`config.mk`:
```
export PLATFORM = sky130hd
export DESIGN_NAME = oda_engine
export DESIGN_NICKNAME = d
export VERILOG_FILES = /design/src/oda_engine.v
export VERILOG_INCLUDE_DIRS = /design/src
export SDC_FILE = /design/constraint.sdc
export NUM_CORES = 1
export LEC_CHECK = 0
export BUFFER_PORTS_ARGS = -buffer_cell sky130_fd_sc_hd__buf_2
export CORE_MARGIN = 2
export CORE_UTILIZATION = 36
export DETAILED_ROUTE_END_ITERATION = 10
export MAX_ROUTING_LAYER = met4
export PLACE_DENSITY_LB_ADDON = 0.15
export SLEW_MARGIN = 20
export SYNTH_ARGS = -nofsm -noshare
export SYNTH_HDL_FRONTEND = slang
export SYNTH_SLANG_ARGS = --single-unit
```
`constraint.sdc`:
```
create_clock -name i_clk -period 7.15 [get_ports i_clk]
set_clock_uncertainty 0.15 [all_clocks]
set_input_delay 0.3575 -clock i_clk [delete_from_list [all_inputs] [get_ports i_clk]]
set_output_delay 0.3575 -clock i_clk [all_outputs]
set_load 0.01 [all_outputs]
```
`src/oda_defines.vh`:
```
// Purpose: constants for the object dictionary access engine
// Assumes: 32-bit apb data, one word per register
// Notes: offsets are byte addresses
`ifndef ODA_DEFINES_VH
`define ODA_DEFINES_VH
`define ODA_ERR_ACCESS 8'h01
`define ODA_ERR_FORMAT 8'h02
`define ODA_ERR_MISSING 8'h04
`define ODA_IDX_NOP 16'h0000
`define ODA_DYN_LO 16'h5100
`define ODA_DYN_HI 16'h57FF
`define ODA_DYN_BASE 16'h5100
`define ODA_CHTYPE_IDX 16'h5001
`define ODA_NUM_CH 6
`define ODA_OBJ_RW 2'h0
`define ODA_OBJ_RO 2'h1
`define ODA_OBJ_WO 2'h2
`define ODA_FMT_8 2'h0
`define ODA_FMT_16 2'h1
`define ODA_FMT_32 2'h2
`define ODA_FMT_WIDE 2'h3
`define ODA_A_STATUS 12'h000
`define ODA_A_CLEAR 12'h004
`define ODA_A_ENABLE 12'h008
`define ODA_A_CHMAP 12'h00C
`define ODA_A_RDCNT 12'h010
`define ODA_A_WRCNT 12'h014
`define ODA_EV_RD 0
`define ODA_EV_WR 1
`define ODA_EV_ERR 2
`define ODA_EV_NOP 3
`define ODA_NUM_EV 4
`endif

```
`src/oda_engine.v`:
```
// Purpose: object dictionary read/write request engine fed by cyclic container fields
// Assumes: request fields arrive on i_clk with i_cyc_update marking each cyclic refresh;
//          object store lives outside, reached by a one-cycle lookup port
// Notes: apb slave holds interrupt status, enable, clear and channel map
//        read and write counters count every access, errors included
//
// Notes on behaviour
// [RULE1] act only when index, subindex, filler or value differ from last request
// [RULE2] index zero is a no-op; nothing is read or written
// [RULE3] index zero clears the matching response fields to zero
// [RULE4] controller changes a field to repeat an identical request
// [RULE5] read response echoes index/subindex actually read; valid when matched, no error
// [RULE6] error codes 0x01 access, 0x02 format, 0x04 missing object
// [RULE7] write response echoes written index/subindex; success when matched, no error
// [RULE8] index is 16 bits, subindex 8 bits, full ranges
// [RULE9] value field: 32, 16 or 8 bit objects right aligned, upper bits unused
// [RULE10] only objects up to 32 bits are reachable
// [RULE11] float values pass as raw bit patterns, never converted
// [RULE12] controller sets index zero, loads subindex and value, then index
// [RULE13] writes store the value with no range checking
// [RULE14] action commands still carry a value, for example zero
// [RULE15] dynamic indices exist only while their calculated channel exists
// [RULE16] channel block object index is dynamic base plus block position
// [RULE17] each object has an access attribute; read-only writes return access error
// [RULE18] writing type codes to channel type subindices 1..6 creates channels
// [RULE19] last request of each container is kept and compared every cyclic update
`timescale 1ns/100ps
`default_nettype none
`include "oda_defines.vh"

module oda_engine #(
    parameter NUM_CH = `ODA_NUM_CH
) (
    input wire i_clk,
    input wire i_sys_rst,
    input wire i_cyc_update,
    input wire [15:0] i_rd_index,
    input wire [7:0] i_rd_object_subindex,
    input wire [7:0] i_rd_filler,
    input wire [15:0] i_wr_index,
    input wire [7:0] i_wr_object_subindex,
    input wire [7:0] i_wr_filler,
    input wire [31:0] i_wr_value,
    output reg [15:0] o_rd_resp_index,
    output reg [7:0] o_rd_resp_object_subindex,
    output reg [7:0] o_rd_resp_error,
    output reg [31:0] o_rd_resp_value,
    output reg [15:0] o_wr_resp_index,
    output reg [7:0] o_wr_resp_object_subindex,
    output reg [7:0] o_wr_resp_error,
    output wire [15:0] o_obj_index,
    output wire [7:0] o_obj_object_subindex,
    output reg o_obj_rd,
    output reg o_obj_wr,
    output reg [31:0] o_obj_wdata,
    input wire i_obj_exists,
    input wire [1:0] i_obj_access,
    input wire [1:0] i_obj_format,
    input wire [31:0] i_obj_rdata,
    output wire [NUM_CH-1:0] o_ch_present,
    input wire [11:0] i_paddr,
    input wire i_psel,
    input wire i_penable,
    input wire i_pwrite,
    input wire [31:0] i_pwdata,
    output reg [31:0] o_prdata,
    output wire o_pready,
    output wire o_pslverr,
    output wire o_irq
);

    // two-step engine: a request is latched, then looked up one cycle later;
    // the idle cycle between lets a changing field settle before it is used,
    // at the cost of one cycle of answer latency
    localparam ST_IDLE = 2'h0;
    localparam ST_RD = 2'h1;
    localparam ST_WR = 2'h2;

    reg [1:0] state_reg;
    reg [39:0] rd_last_reg;
    reg [63:0] wr_last_reg;
    reg rd_pend_reg;
    reg wr_pend_reg;
    reg [15:0] cur_idx_reg;
    reg [7:0] cur_sub_reg;
    reg [7:0] ch_type_reg [0:NUM_CH-1];
    reg [NUM_CH-1:0] ch_map_reg;
    reg [`ODA_NUM_EV-1:0] ev_status_reg;
    reg [`ODA_NUM_EV-1:0] ev_enable_reg;
    reg [`ODA_NUM_EV-1:0] ev_set;
    reg [31:0] rd_cnt_reg;
    reg [31:0] wr_cnt_reg;
    reg [7:0] err_next;
    reg local_hit;
    reg [31:0] local_data;
    reg [2:0] ch_sel;

    wire [39:0] rd_now;
    wire [63:0] wr_now;
    wire rd_changed;
    wire wr_changed;
    wire dyn_range;
    wire [15:0] dyn_pos;
    wire dyn_live;
    wire chtype_obj;
    wire apb_wr;
    wire apb_rd;

    // request snapshots, the filler byte counts as a field too
    // the read container has no value field, so its low byte is padded
    assign rd_now = {i_rd_index, i_rd_object_subindex, i_rd_filler, 8'h00};
    assign wr_now = {i_wr_index, i_wr_object_subindex, i_wr_filler, i_wr_value};
    assign rd_changed = i_cyc_update && (rd_now != rd_last_reg); // [RULE1] [RULE19]
    assign wr_changed = i_cyc_update && (wr_now != wr_last_reg); // [RULE1] [RULE19]

    // per-channel presence: a nonzero type code makes the channel live
    genvar g;
    generate
        for (g = 0; g < NUM_CH; g = g + 1) begin : g_ch
            assign o_ch_present[g] = (ch_type_reg[g] != 8'h00); // [RULE18]
        end
    endgenerate

    // dynamic range decode, position counted from the base
    // positions beyond NUM_CH never exist, whatever the store claims;
    // the bit-select below is only reached when the position is in range
    assign dyn_range = (cur_idx_reg >= `ODA_DYN_LO) && (cur_idx_reg <= `ODA_DYN_HI);
    assign dyn_pos = cur_idx_reg - `ODA_DYN_BASE; // [RULE16]
    assign dyn_live = (dyn_pos >= 16'h0001) && (dyn_pos <= NUM_CH)
        && o_ch_present[dyn_pos[2:0] - 3'h1]; // [RULE15]
    assign chtype_obj = (cur_idx_reg == `ODA_CHTYPE_IDX)
        && (cur_sub_reg >= 8'h01) && (cur_sub_reg <= NUM_CH);

    assign o_obj_index = cur_idx_reg;
    assign o_obj_object_subindex = cur_sub_reg;

    // lookup: channel type objects live here, the rest outside
    always @* begin
        ch_sel = cur_sub_reg[2:0] - 3'h1;
        local_hit = chtype_obj;
        local_data = {24'h000000, ch_type_reg[ch_sel]};
    end

    // error classification; dynamic objects of absent channels do not exist
    // order matters: a missing object hides format and access faults,
    // so the controller sees one code, never an or of several
    always @* begin
        err_next = 8'h00;
        if (!local_hit) begin
            if (!i_obj_exists || (dyn_range && !dyn_live)) begin
                err_next = `ODA_ERR_MISSING; // [RULE6] [RULE15]
            end else if (i_obj_format == `ODA_FMT_WIDE) begin
                err_next = `ODA_ERR_FORMAT; // [RULE10] [RULE6]
            end else if (state_reg == ST_WR && i_obj_access == `ODA_OBJ_RO) begin
                err_next = `ODA_ERR_ACCESS; // [RULE17] [RULE6]
            end else if (state_reg == ST_RD && i_obj_access == `ODA_OBJ_WO) begin
                err_next = `ODA_ERR_ACCESS; // [RULE17]
            end
        end
    end

    // event set pulses for the interrupt status
    // no-op events come straight from the snapshot compare, not the engine
    always @* begin
        ev_set = {`ODA_NUM_EV{1'b0}};
        ev_set[`ODA_EV_RD] = (state_reg == ST_RD);
        ev_set[`ODA_EV_WR] = (state_reg == ST_WR);
        ev_set[`ODA_EV_ERR] = (state_reg != ST_IDLE) && (err_next != 8'h00);
        ev_set[`ODA_EV_NOP] = (rd_changed && i_rd_index == `ODA_IDX_NOP)
            || (wr_changed && i_wr_index == `ODA_IDX_NOP);
    end

    // request engine: at most one read or write access every two cycles after a change
    always @(posedge i_clk) begin
        if (i_sys_rst) begin
            state_reg <= ST_IDLE;
            rd_last_reg <= 40'h0000000000;
            wr_last_reg <= 64'h0000000000000000;
            rd_pend_reg <= 1'b0;
            wr_pend_reg <= 1'b0;
            cur_idx_reg <= 16'h0000;
            cur_sub_reg <= 8'h00;
            o_rd_resp_index <= 16'h0000;
            o_rd_resp_object_subindex <= 8'h00;
            o_rd_resp_error <= 8'h00;
            o_rd_resp_value <= 32'h00000000;
            o_wr_resp_index <= 16'h0000;
            o_wr_resp_object_subindex <= 8'h00;
            o_wr_resp_error <= 8'h00;
            o_obj_rd <= 1'b0;
            o_obj_wr <= 1'b0;
            o_obj_wdata <= 32'h00000000;
            rd_cnt_reg <= 32'h00000000;
            wr_cnt_reg <= 32'h00000000;
        end else begin
            o_obj_wr <= 1'b0;
            o_obj_rd <= 1'b0;
            case (state_reg)
                ST_IDLE: begin
                    // reads take precedence; a pending write waits one access
                    // the !changed guards keep a snapshot that moves this cycle
                    // from being used half old, half new
                    if (rd_pend_reg && !rd_changed) begin
                        cur_idx_reg <= rd_last_reg[39:24];
                        cur_sub_reg <= rd_last_reg[23:16];
                        rd_pend_reg <= 1'b0;
                        o_obj_rd <= 1'b1;
                        state_reg <= ST_RD;
                    end else if (wr_pend_reg && !wr_changed) begin
                        cur_idx_reg <= wr_last_reg[63:48];
                        cur_sub_reg <= wr_last_reg[47:40];
                        wr_pend_reg <= 1'b0;
                        state_reg <= ST_WR;
                    end
                end
                ST_RD: begin
                    o_rd_resp_index <= cur_idx_reg; // [RULE5] [RULE8]
                    o_rd_resp_object_subindex <= cur_sub_reg; // [RULE5]
                    o_rd_resp_error <= err_next; // [RULE5]
                    rd_cnt_reg <= rd_cnt_reg + 32'h00000001;
                    // narrow objects are zero extended so stale upper bits never leak
                    if (local_hit) begin
                        o_rd_resp_value <= local_data;
                    end else if (err_next != 8'h00) begin
                        o_rd_resp_value <= 32'h00000000;
                    end else if (i_obj_format == `ODA_FMT_8) begin
                        o_rd_resp_value <= {24'h000000, i_obj_rdata[7:0]}; // [RULE9]
                    end else if (i_obj_format == `ODA_FMT_16) begin
                        o_rd_resp_value <= {16'h0000, i_obj_rdata[15:0]}; // [RULE9]
                    end else begin
                        o_rd_resp_value <= i_obj_rdata; // [RULE11]
                    end
                    state_reg <= ST_IDLE;
                end
                ST_WR: begin
                    o_wr_resp_index <= cur_idx_reg; // [RULE7] [RULE8]
                    o_wr_resp_object_subindex <= cur_sub_reg; // [RULE7]
                    o_wr_resp_error <= err_next; // [RULE7]
                    wr_cnt_reg <= wr_cnt_reg + 32'h00000001;
                    // value goes through untouched, no range check
                    if (!local_hit && err_next == 8'h00) begin
                        o_obj_wr <= 1'b1; // [RULE13]
                        o_obj_wdata <= wr_last_reg[31:0]; // [RULE11] [RULE13]
                    end
                    state_reg <= ST_IDLE;
                end
                default: begin
                    state_reg <= ST_IDLE;
                end
            endcase
            // snapshot every change; a zero index clears the response at once
            // kept below the case so a clear outranks a read finishing this cycle
            if (rd_changed) begin
                rd_last_reg <= rd_now; // [RULE19]
                if (i_rd_index == `ODA_IDX_NOP) begin
                    rd_pend_reg <= 1'b0; // [RULE2]
                    o_rd_resp_index <= 16'h0000; // [RULE3]
                    o_rd_resp_object_subindex <= 8'h00; // [RULE3]
                    o_rd_resp_error <= 8'h00; // [RULE3]
                    o_rd_resp_value <= 32'h00000000; // [RULE3]
                end else begin
                    rd_pend_reg <= 1'b1; // [RULE1]
                end
            end
            if (wr_changed) begin
                wr_last_reg <= wr_now; // [RULE19]
                if (i_wr_index == `ODA_IDX_NOP) begin
                    wr_pend_reg <= 1'b0; // [RULE2]
                    o_wr_resp_index <= 16'h0000; // [RULE3]
                    o_wr_resp_object_subindex <= 8'h00; // [RULE3]
                    o_wr_resp_error <= 8'h00; // [RULE3]
                end else begin
                    wr_pend_reg <= 1'b1; // [RULE1]
                end
            end
        end
    end

    // channel type objects: a write creates or removes the channel
    // clearing a type code removes the channel and its dynamic objects;
    // the outside store never sees these writes
    integer k;
    always @(posedge i_clk) begin
        if (i_sys_rst) begin
            for (k = 0; k < NUM_CH; k = k + 1) begin
                ch_type_reg[k] <= 8'h00;
            end
        end else if (state_reg == ST_WR && local_hit) begin
            ch_type_reg[ch_sel] <= wr_last_reg[7:0]; // [RULE18]
        end
    end

    // apb: zero wait states, unmapped reads return zero
    // limitation: writes to read-only offsets are dropped without pslverr
    assign o_pready = 1'b1;
    assign o_pslverr = 1'b0;
    assign apb_wr = i_psel && i_penable && i_pwrite;
    assign apb_rd = i_psel && !i_pwrite;

    // sticky status; a set in the clear cycle wins so no event is lost
    // the clear register reads back as zero; only enable reads back
    always @(posedge i_clk) begin
        if (i_sys_rst) begin
            ev_status_reg <= {`ODA_NUM_EV{1'b0}};
            ev_enable_reg <= {`ODA_NUM_EV{1'b0}};
            ch_map_reg <= {NUM_CH{1'b0}};
        end else begin
            if (apb_wr && i_paddr == `ODA_A_CLEAR) begin
                ev_status_reg <= (ev_status_reg & ~i_pwdata[`ODA_NUM_EV-1:0]) | ev_set;
            end else begin
                ev_status_reg <= ev_status_reg | ev_set;
            end
            if (apb_wr && i_paddr == `ODA_A_ENABLE) begin
                ev_enable_reg <= i_pwdata[`ODA_NUM_EV-1:0];
            end
            ch_map_reg <= o_ch_present;
        end
    end

    // read data registered at setup so it is stable in the access phase
    // counters wrap silently; software compares differences, not values
    always @(posedge i_clk) begin
        if (i_sys_rst) begin
            o_prdata <= 32'h00000000;
        end else if (apb_rd && !i_penable) begin
            case (i_paddr)
                `ODA_A_STATUS: o_prdata <= {{(32-`ODA_NUM_EV){1'b0}}, ev_status_reg};
                `ODA_A_ENABLE: o_prdata <= {{(32-`ODA_NUM_EV){1'b0}}, ev_enable_reg};
                `ODA_A_CHMAP: o_prdata <= {{(32-NUM_CH){1'b0}}, ch_map_reg};
                `ODA_A_RDCNT: o_prdata <= rd_cnt_reg;
                `ODA_A_WRCNT: o_prdata <= wr_cnt_reg;
                default: o_prdata <= 32'h00000000;
            endcase
        end
    end

    // level output, drops as soon as software clears or masks the cause
    assign o_irq = |(ev_status_reg & ev_enable_reg);

endmodule // oda_engine
`default_nettype wire

```
# == Word-level counts from Yosys, hierarchy flattened ==
# Memory sizes are Yosys's and may differ from the RTL's.
# Index checks and enable logic that the tools add are counted.
# totals
input_bits,183
output_inout_bits,195
ramBits,48
regBits,364
memories,1
latch_bits,0
mem_bits_ro,0
# mem_list
name,words,width,rd,rd_clocked_by_memory_dff,wr,line,source
ch_type_reg,6,8,7,0,6,oda_engine.v:86,reg [7:0] ch_type_reg [0:NUM_CH-1];
# classes
magnitude_cmp,7
mux,59
n_bitwise,7
div,0
mul,0
add_sub_neg,5
reduce_logical,60
shift,0
n_eq_ne,15
# ops
cell,n
2-to-1 mux 32 bit,7
one-hot mux 32 bit (5 select lines),1
2-to-1 mux 16 bit,8
2-to-1 mux 8 bit,15
"adder 32 x 1 -> 32 bit, second input constant",2
!= test 64 bit,1
nonzero test 8 bit,7
zero test 16 bit,2
!= test 32 bit,1
"equality test 12 x 4 -> 1 bit, second input constant",2
"equality test 12 x 5 -> 1 bit, second input constant",2
logical AND 1 bit,23
2-to-1 mux 1 bit,22
"equality test 16 x 15 -> 1 bit, second input constant",1
">= comparator 16 x 1 -> 1 bit, second input constant",1
">= comparator 16 x 15 -> 1 bit, second input constant",1
"<= comparator 16 x 15 -> 1 bit, second input constant",1
"<= comparator 16 x 3 -> 1 bit, second input constant",1
"subtractor 16 x 15 -> 16 bit, second input constant",1
"equality test 12 x 3 -> 1 bit, second input constant",1
zero test 12 bit,1
nonzero test 2 bit,6
2-to-1 mux 3 bit,3
AND 4 bit,2
other kinds (23),41

# == Depth between registers and ports, before layout ==
# Gate-level depths: netlist (run 1).
# logic_depth
word_depth,16
mapped_depth,13

# == Least setup slack after synthesis (run 1) ==
# OpenSTA, ideal clock, no wires.
# synth_path
kind,register to register
startpoint,"register cur_sub_reg[0], in the netlist o_obj_object_subindex[0]"
endpoint,memory ch_type_reg[4][0] (enable)
t_arrival_ps,3361
required_ps,6616
synth_period_minus_slack_ps,3895
setup_slack_ps,3255
stages_incl_launch_ff,12
cell_sequence,dfxtp_1 -> buf_2 -> buf_2 -> clkbuf_1 -> inv_1 -> ha_1 -> xor2_1 -> clkbuf_1 -> nand2_1 -> nand2_1 -> nand2_1 -> o21ai_0
# synth_rtl
item,line,source
"start, declared",oda_engine.v:85,reg [7:0] cur_sub_reg;
"start signal, assigned",oda_engine.v:205,cur_sub_reg <= rd_last_reg[23:16];
"start signal, assigned",oda_engine.v:211,cur_sub_reg <= wr_last_reg[47:40];
"end, declared",oda_engine.v:86,

# == Final worst setup path (run 1) ==
# layout_path
startpoint,"register cur_idx_reg[0], in the netlist o_obj_index[0]"
endpoint,register o_obj_wdata[16]
# layout_via
elab_chain_cells,13
# layout_lines
item,line,source
"start, declared",oda_engine.v:84,reg [15:0] cur_idx_reg;
"start signal, assigned",oda_engine.v:204,cur_idx_reg <= rd_last_reg[39:24];
"start signal, assigned",oda_engine.v:210,cur_idx_reg <= wr_last_reg[63:48];
subtractor 16 x 15 -> 16 bit (no source line),--,
subtractor 3 x 1 -> 3 bit,oda_engine.v:130,&& o_ch_present[dyn_pos[2:0] - 3'h1];
binary-select mux 1 bit (select 3 bit),oda_engine.v:130,
2-to-1 mux 1 bit (not written as such),oda_engine.v:130,
logical AND 1 bit,oda_engine.v:130,
zero test 1 bit,oda_engine.v:150,if (!i_obj_exists || (dyn_range && !dyn_live)) begin
logical AND 1 bit,oda_engine.v:150,
logical OR 1 bit,oda_engine.v:150,
2-to-1 mux 3 bit,oda_engine.v:150,
2-to-1 mux 3 bit,oda_engine.v:149,if (!local_hit) begin
zero test 8 bit,oda_engine.v:241,if (!local_hit && err_next == 8'h00) begin
logical AND 1 bit (*),oda_engine.v:241,
AND reduction 2 bit (no source line) (*),--,
"end signal, assigned",oda_engine.v:243,o_obj_wdata <= wr_last_reg[31:0];
"end, declared",oda_engine.v:55,"output reg [31:0] o_obj_wdata,"
# Every way passes the cells marked *; elsewhere a longest branch is shown, timed or not. The select of a mux whose other input is x is not followed.
# A chain may end at the register's enable or synchronous reset.

==> results summary, run 1 <==
The end of the critical path is o_obj_wdata[16]$_SDFFE_PP0P_. The count of different cell masters after synthesis is 66. The vertical extent of the die is 229.8 µm. The cell family contributing the most delay on the critical path is simple AND/OR/NAND/NOR gates.

VDD sags by at most about 0.18 mV. The setup violation total in the final timing report came out at 0. Counting cells, the worst reg-to-reg path comes to 8.

The overall power is approximately 5500 µW. The total number of placement rows came out at just over 80. The flip-flop cell with the highest count after synthesis is dfxtp_1. The count of buffers inserted at the top-level ports is around 350. In this run, CTS created clock tree buffers numbering 49.

The async set or reset register ratio after synthesis came out at 0. In this run the top signal layer used is met4. The number of enable flip-flop cells after synthesis came out at 64. The class of the most critical setup path is flip-flop to flip-flop. The Yosys warning count is 0. The maximum clock insertion buffer count is 3. The area occupied by multi-input gates came out at 8596 µm². The synthesized netlist cell count came out at between 1500 and 2000. The number of detailed-routing iterations run before antenna repair is 6. The register-to-register setup slack is between 2000 and 3000 ps. The worst relative slew slack is 0.2869. The total of flip-flops plus latches after synthesis is ~430.

The post-CTS clock slew at the launch and capture registers of the worst setup and hold paths is 60 ps. The slowest cell on the critical path is and3_2. The highest clock rate is 0.2363 GHz.

Compared with the post-synthesis result, the final layout area differs by 28.16%. The total overflow left after global routing is 0. The final route contains about 16000 vias. The sum of buffers and inverters on the critical path came out at 1. Counting I/O delays and the setup requirement, the final critical path takes approximately 4200 ps. The storage element area is a little over 9000 µm². The type of destination of the critical path is a flip-flop.

The critical path goes through inv_1 -> ha_1 -> xor2_1 -> a2111oi_1 -> o31ai_2 -> nand2_1 -> and3_2 -> mux2i_1. In this run the static leakage power is ~0.0094 µW. In this run the cell area measured after placement is slightly above 20000 µm². Dividing total power by cell area gives a power density of approximately 230 nW/µm². The sum of negative setup slack is 0 ps. The later pin in the worst-skew pair is clocked with a latency of 580 ps. The average size of a mapped cell is roughly 9.2 µm². The aggregate global-route resource usage is 0.2288. The worst path arrival time came out at 4570 ps. The number of hold violations in the final report came out at 0. The number of vias per cell after detailed routing is around 5.1. The startpoint identified for the worst register-to-register timing path is o_obj_index[0]$_SDFFE_PP0P_. The share of synthesized area in the top cell type comes to 0.3971.

The kind of path behind the tightest hold check is input pin to flip-flop. The number of nets in the layout came out at ~2600. The count of unresolved DRC violations after routing came out at 0. Setup repair after global routing left no endpoint under its margin. The number of nets with antenna violations after routing is 0. The starting density of the core came out at 0.3650. Along the worst path, the maximum fanout reaches 33. Gates resized during post-CTS repair numbered 0. The final wirelength is approximately 60000 µm.

The wire length of the first global-routing pass is 91830 µm. The CTS tree is yes. In this design, the stage delay of the slowest critical-path cell is between 1000 and 1500 ps.

The length of routed met3 wiring came out at about 3300 µm. In this run the critical register-to-register path is captured at o_obj_wdata[16]$_SDFFE_PP0P_. The post-route fraction of the period consumed by the critical path came out at 0.5919. The total routed wire length on the met1 layer is about 27000 µm.

The total of fill cells in the finished design came out at between 4000 and 5000. The finished layout holds 3129 standard cells, fillers aside. The cell depth of the worst setup path came out at 8.

After detailed routing, the average wire length per cell comes to 19.31 µm. The global placement routability congestion came out at 0.8362. Leaving out fill and tap cells, the most frequent cells in the layout are dfxtp_1, nand2_1, buf_2. The starting DRC count in detailed routing is ~1100. The number of ports placed on the die boundary is between 300 and 400. The met2 routed wirelength is 28750 µm. The clock tree synthesis step divided the H-tree into 2 levels. The number of antenna violations at the first check in global routing came out at 3.

The CTS sink count is 428. The synthesized net count is between 2000 and 2500. The via count of the first global-routing pass is approximately 16000. The core region is 50270 µm². In the final layout, the share of cells above drive strength 1 is 0.2074. The number of pins with negative max-slew slack in the final report is 0. The most critical setup path has its startpoint at o_obj_index[0]$_SDFFE_PP0P_. The die outline width came out at roughly 230 µm. The share of the Yosys chip area taken by registers is 0.5019. At the pin with the least slew margin, the transition time is between 1000 and 1500 ps. The finished cells cover around 24000 µm².

The pin count of the biggest net entering global routing is 92. The required time at the worst-slack endpoint came out at approximately 7500 ps. The mapped netlist covers 18350 µm². The library cell used most frequently in the layout, excluding fill and tap cells, is dfxtp_1. In the post-synthesis netlist, the biggest area contributors are dfxtp_1, edfxtp_1, nand2_1. The run finished with clean final reports. The total instance count after detailed placement is about 2900. STA classifies the critical path startpoint as a flip-flop.

The cell type contributing the most total cell area after synthesis is dfxtp_1. The die area is 52790 µm². The root buffer cell chosen for the clock tree is clkbuf_16. The placed wire-length estimate after detailed placement came out at between 40000 and 50000 µm. The reported max-cap violation count came out at 0.
## cells by family (layout without fill, tap and decap cells)
group / Yosys count / after routing / share of synthesized area
AOI/OAI and AO/OA: 290 / 290 / 0.09942
adders and majority gates: 8 / 8 / 0.005455
xor gates and xnor gates: 146 / 146 / 0.06969
muxes: 126 / 126 / 0.08155
other: 2 / 5 / 0.0004093
buffers and inverters: 148 / 611 / 0.03355
and+or+nand+nor: 843 / 843 / 0.2080
DFF: 428 / 428 / 0.5019
## worst min-delay path, stage by stage
cell and delay (ps):
buf_2 80, and3_1 140, a32o_1 150
## where the power goes
part           internal, µW  switching (µW)
Clock                  1420            1010
Sequential             2500            71.0
Combinational           217             279
Total                  4140            1360
## worst min path at each step
stage	from	cells past startpoint	slack (ps)	endpoint
3_5_place_dp	o_rd_resp_error[5]$_SDFF_PP0_	1	290	o_rd_resp_error[5]$_SDFF_PP0_
3_3_place_gp	o_rd_resp_error[6]$_SDFF_PP0_	1	290	o_rd_resp_error[6]$_SDFF_PP0_
6_report	i_obj_rdata[12]	3	30	o_rd_resp_value[12]$_SDFF_PP0_
2_1_floorplan	wr_pend_reg$_SDFFE_PP0P_	2	290	state_reg[1]$_SDFFE_PP0P_
5_1_grt	i_obj_rdata[15]	3	40	o_rd_resp_value[15]$_SDFF_PP0_
4_1_cts	i_obj_rdata[15]	3	5	o_rd_resp_value[15]$_SDFF_PP0_
## timing repair
item | 4_1_cts | 5_1_grt
setup buffers | 0 | 0
hold buffers | 134 | 0
endpoints found under the hold margin | 138 | 0
## layer usage
| metal | up-vias | GRT usage |
|---|---|---|
| li1 | 7807 | - |
| met1 | 7747 | 0.2864 |
| met2 | 438 | 0.3749 |
| met3 | 98 | 0.03819 |
| met4 | 0 | 0.07782 |
| met5 | - | - |
## cells in the mapped netlist (28+ instances only)
cell type	count
nor2_1	216
a21oi_1	148
mux2_2	28
mux2i_1	82
a22oi_1	30
nand4_1	37
clkbuf_1	90
dfxtp_1	364
xnor2_1	79
edfxtp_1	64
nand2_1	350
xor2_1	67
nor4_1	37
nand3_1	88
## final cells by class
type                            count  area share
Inverter                           21    0.003352
Clock buffer                       74     0.05996
Clock inverter                     12    0.005001
Timing Repair Buffer              504      0.1385
Tap cell                          672     0.03575
Antenna cell                        3   0.0003192
Multi-Input combinational cell   1415      0.3655
Sequential cell                   428      0.3916
## metrics by stage
step | setup WS, ps | utilization | hold slack (ps)
2_1_floorplan | 3255 | - | 288.2
3_5_place_dp | 3056 | 0.4105 | 291.4
3_3_place_gp | 3160 | 0.4105 | 286.3
5_1_grt | 2708 | 0.4678 | 36.16
6_report | 2918 | 0.4678 | 30.31
4_1_cts | 3025 | 0.4675 | 5.425
No activity file was read; power rests on OpenSTA's default activity.
==> run 2, diff against run 1 <==
clock period = 4.07 ns   (was 7.15 ns; I/O delays follow)
==> run 2 against run 1 <==
Compared with the run above:
- count of clock-buffer cells in the layout fell by 1
- sequential share of layout area fell by 0.97 points
- wire length rose by 1.4%
==> results summary, run 2 (synthesis results as in run 1) <==
The wire length of the first global-routing pass is 93670 µm (+2.0%). The number of buffers added by the clock tree synthesis step is 48 (-2.0%). The logic gate share of total power is 0.095 (+0.005). The post-CTS clock slew at the launch and capture registers of the worst setup and hold paths was 60 ps (about the same). The sum of negative setup slack came out at 0 ps (unchanged). The post-route fraction of the period consumed by the critical path is 0.8686 (+0.2767). The maximum fanout count along the critical path came out at 8 (-76%). The startpoint kind of the worst setup timing path is a flip-flop. The final wirelength was 61280 µm (+1.4%).

The reg-to-reg critical path endpoint is o_rd_resp_error[1]$_SDFF_PP0_. The pin count of the biggest net entering global routing is 91 (-1.1%). The required time at the worst-slack endpoint is 4440 ps (-3050 ps).

The worst relative slew slack came to 0.3596 (+0.07271). The commonest non-fill, non-tap cell in the layout is dfxtp_1. The total core area was 50270 µm² (unchanged). The internal power came out at 7350 µW (+77%). The register-to-register setup slack came out at 530 ps (-2380 ps). The overall power is 9765 µW (+77%). The global placement routability congestion is 0.8351 (-0.13%). The number of pins with negative max-slew slack in the final report came out at 0 (unchanged). The starting density of the core is 0.3650 (unchanged). Leaving out fill and tap cells, the most frequent cells in the layout are dfxtp_1, nand2_1, buf_2. The count of unresolved DRC violations after routing came to 0 (unchanged). The number of ports placed on the die boundary is 378 (unchanged). The leakage component of the power is 0.009717 µW (+3.8%). The sequential share of power was 0.462 (-0.005). The power per standard cell area was 405.0 nW/µm² (+73%).

The final worst setup slack was 534.6 ps (-2383 ps). The total instance count after detailed placement was 2919 (+0.45%). The worst-case setup slack after placement is 697.0 ps (-2359 ps). The flow ran to the end, and the final reports show no timing, DRC or antenna violations. Setup repair after global routing left no endpoint under its margin. The number of nets with antenna violations after routing came out at 0 (unchanged).

The worst hold path terminates at o_rd_resp_error[0]$_SDFF_PP0_. The average wire length per cell after detail routing came out at 19.24 µm (-0.36%). TritonCTS built the clock tree.

The total number of placement rows is 82 (unchanged). The CTS sink count is 428 (unchanged). The worst-case vdd ir drop came out at 0.2846 mV (+60%). The placed wire-length estimate after detailed placement came out at 43350 µm (+1.9%). The die area is 52790 µm² (unchanged). The number of hold violations in the final report was 0 (unchanged). The number of vias per cell after detailed routing is 5.137 (-0.10%).

The number of nets in the layout came out at 2668 (+2.2%). The worst hold path belongs to the class input pin to flip-flop. The clock latency on the worst-skew pair came out at 610 ps (+30 ps). The die outline width came to 229.8 µm (unchanged). The net switching component of the power was 2415 µW (+77%). The aggregate global-route resource usage came out at 0.2329 (+0.004067). The number of setup buffers added after CTS came out at 0 (unchanged). Clock tree synthesis selected as its root buffer the cell clkbuf_16. The maximum clock insertion buffer count came out at 3 (unchanged).

The depth of the worst hold-timing path came to 5 (+2). The shortest clock period the worst path allows after layout came out at 3535 ps (-697.0 ps). The measured slew at the worst slew-check pin was 960.5 ps (-109.1 ps).

The setup violation total in the final timing report is 0 (unchanged). The share of total power in the clock network came to 0.443 (about the same). The count of buffers inserted at the top-level ports is 347 (unchanged). The starting DRC count in detailed routing came to 1075 (-1.3%).

The reported max-cap violation count is 0 (unchanged). The switching part of the total was 0.2473 (about the same). The post-route core utilization came out at 0.4796 (+0.01185). The number of antenna violations at the first check in global routing is 1 (-2). The cell depth of the worst flop-to-flop path came out at 10 (+2). The overall overflow remaining after global route is 0 (unchanged). The area added between synthesis and finish is 31.41%. The number of detailed-routing iterations run before antenna repair is 5 (-1). By startpoint and endpoint, the worst setup path is classified as flip-flop to flip-flop.

The filler-free cell count of the finished design is 3185 (+1.8%). The share of post-route cells with drive strength above 1 is 0.2098 (+0.002377). The worst register-to-register path begins at o_obj_index[1]$_SDFFE_PP0P_.

The worst setup path is captured at a flip-flop. The overall via count from detail_route came out at 16361 (+1.7%). The via count of the first global-routing pass is 16126 (+1.8%). The count of H-tree levels built during CTS is 2 (unchanged). The vertical extent of the die came to 229.8 µm (unchanged).

The highest clock rate was 0.2829 GHz (+20%). The startpoint identified for the worst hold timing path is i_obj_access[0]. The worst path arrival time came to 3900 ps (-670 ps).
==> run 2: cell types whose count changed in the layout (fill, tap and decap cells not counted), moves of 3 or more <==
cell / delta
clkbuf_8: +4
clkinv_8: +3
clkbuf_1: -5
buf_4: +12
dlygate4sd3_1: +46
==> run 2: cell type report <==
cell class,count,area (µm²)
flip-flops and latches,428,9209
repair buffers,563,3827
multi-input cells,1415,8583
diodes,1,2.502
well taps,672,840.8
fillers,4787,26160
clock buffers,73,1426
inverters,21,78.83
clock inverters,12,143.9
==> run 2: timing repair <==
item / in CTS / in global routing
hold buffers: 180 / 0
hold endpoints to repair: 158 / 0
gates resized for setup: 0 / 0
==> run 2: stage by stage <==
| step | hold WS (ps) | cell area (µm²) |
|---|---|---|
| detailed placement | 266.4 | 20740 |
| CTS | 38.04 | 24110 |
| global route | 103.3 | 24110 |
| floorplan | 179.0 | 18350 |
| finish | 53.43 | 24110 |
| global placement | 267.4 | 20740 |
==> run 2: per-layer routing <==
metal,share of wire,vias up,track usage
li1,-,7915,-
met1,0.44,7875,0.2965
met2,0.48,478,0.3826
met3,0.057,93,0.03485
met4,0.026,0,0.07097
met5,0,-,-
==> run 2: power by group through the flow <==
| stage | Clock [µW] | Sequential [µW] | Combinational (µW) |
|---|---|---|---|
| 2_1_floorplan | 0 | 4570 | 465 |
| 3_3_place_gp | 0 | 4590 | 781 |
| 3_5_place_dp | 0 | 4600 | 788 |
| 4_1_cts | 4430 | 4510 | 928 |
| 5_1_grt | 4600 | 4520 | 1010 |
| 6_report | 4330 | 4510 | 927 |
==> run 2: worst max-delay path by stage <==
stage                                                from                              end  slack (ps)  depth (start not counted)
global route                  o_obj_index[1]$_SDFFE_PP0P_    o_rd_resp_error[1]$_SDFF_PP0_         420                         10
finish                        o_obj_index[1]$_SDFFE_PP0P_    o_rd_resp_error[1]$_SDFF_PP0_         530                         10
floorplan           o_obj_object_subindex[0]$_SDFFE_PP0P_  ch_type_reg[4][0]$_SDFFCE_PN0P_         180                         11
global placement             wr_last_reg[45]$_SDFFE_PP0P_      o_obj_index[0]$_SDFFE_PP0P_         760                          8
detailed placement  o_obj_object_subindex[7]$_SDFFE_PP0P_  ch_type_reg[4][5]$_SDFFCE_PN0P_         700                          5
CTS                           o_obj_index[1]$_SDFFE_PP0P_    o_rd_resp_error[1]$_SDFF_PP0_         580                         10
==> run 2: worst max-delay path, stage by stage, from the launching register on <==
cell and delay [ps]:
dfxtp_1 600, inv_1 120, ha_1 230, xor2_1 180, a2111oi_1 570, o31ai_2 150, nand2_1 390, buf_4 240
nand4_1 90, dlygate4sd3_1 590, a21oi_1 130
==> run 3, diff against run 2 <==
CORE_UTILIZATION = 55   (was 36)
==> run 3 against run 2 <==
Compared with the run above:
- sequential power hardly changed
- flip-flop and latch count stayed put
- clock power is 6.2% lower
- combinational power is 4.0% lower
- sequential share of layout area is 1.4 points higher
- power is 3.1% lower
- global-route usage is 9.1 points higher
- cell count is 8.7% lower
- non-clock buffer count is 42 lower
- critical path depth is 1 lower
- wire length is 7.1% lower
- first-iteration DRC count is 27% higher
==> results summary, run 3 (synthesis results as in run 1) <==
The flow ran to the end, and the final reports show no timing, DRC or antenna violations. Relative to the synthesized area, the layout overhead comes to 26.91%. The root buffer cell is clkbuf_16. The share of post-route cells with drive strength above 1 is 0.2096 (about the same). The leakage component of the power is 0.009419 µW (-3.1%). The sum of negative setup slack is 0 ps (unchanged).

The count of H-tree levels built during CTS is 2 (unchanged). TritonCTS built the clock tree. The worst-case vdd ir drop came out at 0.3240 mV (+14%). The worst path arrival time is 3850 ps (-50 ps).

The average wire length per cell after detail routing is 19.58 µm (+1.8%). The via count of the first global-routing pass is 16496 (+2.3%). The highest clock rate is 0.2826 GHz (about the same). The overall power is 9461 µW (-3.1%). The count of unresolved DRC violations after routing is 0 (unchanged). The number of buffers added by the clock tree synthesis step is 44 (-8.3%). The worst-case setup slack after placement is 625.3 ps (-71.75 ps). The die area came out at 34840 µm² (-34%). The starting DRC count in detailed routing came out at 1370 (+27%).

The number of pins with negative max-slew slack in the final report was 0 (unchanged). The total of fill cells in the finished design is 2535 (-47%). The vertical extent of the die was 186.7 µm (-19%).

The final wirelength came to 56910 µm (-7.1%). The kind of path behind the tightest hold check is input pin to flip-flop. The global placement routability congestion was 0.8958 (+7.3%). The placed wire-length estimate after detailed placement came out at 38810 µm (-10%).

The wire length of the first global-routing pass was 88110 µm (-5.9%). Setup repair after global routing left no endpoint under its margin. The startpoint kind of the worst setup timing path is a flip-flop. The overall via count from detail_route came out at 16725 (+2.2%). The required time at the worst-slack endpoint came to 4380 ps (-60 ps). The CTS sink count came out at 428 (unchanged). The worst setup path is captured at a flip-flop. The shortest clock period the worst path allows after layout came to 3538 ps (+2.775 ps).

The number of detailed-routing iterations run before antenna repair was 7 (+2). The worst relative slew slack came out at 0.2472 (-0.1124). The setup violation total in the final timing report came to 0 (unchanged). The aggregate global-route resource usage was 0.3237 (+0.09081). The measured slew at the worst slew-check pin came out at 1129 ps (+168.7 ps).

The post-CTS clock slew at the launch and capture registers of the worst setup and hold paths is 70 ps (about the same). The final worst setup slack came out at 531.8 ps (-2.775 ps). The maximum clock insertion buffer count was 3 (unchanged). The library cell used most frequently in the layout, excluding fill and tap cells, is dfxtp_1.

The die outline width was 186.7 µm (-19%). The reported max-cap violation count came out at 0 (unchanged). The post-route fraction of the period consumed by the critical path came out at 0.8693 (about the same).

The number of ports placed on the die boundary came to 378 (unchanged). The number of vias per cell after detailed routing came to 5.753 (+12%). The total core area came out at 32700 µm² (-35%). The pin count of the biggest net entering global routing is 106 (+16%). The power per standard cell area came out at 406.3 nW/µm² (+0.32%). The area occupied by multi-input gates is 8581 µm² (about the same). The maximum fanout count along the critical path came out at 33 (+25). The starting density of the core came to 0.5611 (+0.1961). The number of antenna violations at the first check in global routing came out at 3 (+2). The number of hold violations in the final report came out at 0 (unchanged). The number of nets with antenna violations after routing came out at 0 (unchanged). The storage element area came out at 9209 µm² (unchanged). The setup path with the least slack is of type flip-flop to flip-flop.

The clock latency on the worst-skew pair came out at 540 ps (-70 ps). The overall overflow remaining after global route was 0 (unchanged). The post-route core utilization is 0.7121 (+0.2325).

The total number of placement rows came to 66 (-20%). The number of nets in the layout is 2622 (-1.7%). The count of buffers inserted at the top-level ports came out at 347 (unchanged). The library cells used most frequently in the layout, excluding fill and tap cells, are dfxtp_1, nand2_1, buf_2.
-- run 3: cell types whose count changed in the layout (fill, tap and decap cells not counted), moves of 3 or more --
| cell | delta |
|---|---|
| dlygate4sd3_1 | -38 |
| clkbuf_1 | -6 |
| clkinv_1 | +4 |
| buf_4 | -3 |
| clkbuf_16 | -3 |
| clkinv_8 | -3 |
| clkinvlp_4 | +3 |
-- run 3: final timing paths --
| check | start | end | slack [ps] | cells past startpoint |
|---|---|---|---|---|
| max | o_obj_index[0]$_SDFFE_PP0P_ | o_obj_wdata[21]$_SDFFE_PP0P_ | 530 | 9 |
| min | i_paddr[3] | o_prdata[4]$_SDFFE_PP0P_ | 3 | 4 |
| max reg2reg | o_obj_index[0]$_SDFFE_PP0P_ | o_obj_wdata[21]$_SDFFE_PP0P_ | 530 | 9 |
| min reg2reg | o_rd_resp_error[0]$_SDFF_PP0_ | o_rd_resp_error[0]$_SDFF_PP0_ | 300 | 2 |
-- run 3: power breakdown --
part / switching, µW / internal, µW
Sequential: 119 / 4390
Combinational: 501 / 389
Clock: 1660 / 2400
Total: 2280 / 7180
-- run 3: critical path: stages (launching register included) --
cell and delay (ps):
dfxtp_1 430, inv_1 180, ha_1 260, xor2_1 200
a2111oi_1 630, o31ai_2 160, nand2_1 390, and3_2 270
buf_4 470, mux2i_1 270
-- run 3: per-stage QoR --
stage	area, µm²	instances	hold slack, ps
3_5_place_dp	20400	2685	272.5
2_1_floorplan	18350	1991	179.0
6_report	23290	2907	2.894
3_3_place_gp	20400	2685	266.6
5_1_grt	23290	2907	70.92
4_1_cts	23280	2904	0.8719
-- run 3: final cells by class --
class	instances	area share
antenna	3	0.0003224
sequential	428	0.3954
timing repair buffer	521	0.1462
clock buffer	61	0.05566
inverter	21	0.003385
clock inverter	16	0.006770
multi-input combinational	1415	0.3685
tap	442	0.02375
-- run 3: timing repair --
action,in CTS,in global routing
hold buffers,142,0
setup buffers,0,0
resized for setup,0,0
hold endpoints to repair,156,0
-- run 3: per-layer routing --
| metal | GRT usage | vias to the layer above | wire length, µm |
|---|---|---|---|
| met3 | 0.05153 | 137 | 4395 |
| met2 | 0.5337 | 755 | 27220 |
| met1 | 0.3941 | 8017 | 22740 |
| met5 | - | - | 0 |
| met4 | 0.1398 | 0 | 2564 |
| li1 | - | 7816 | - |
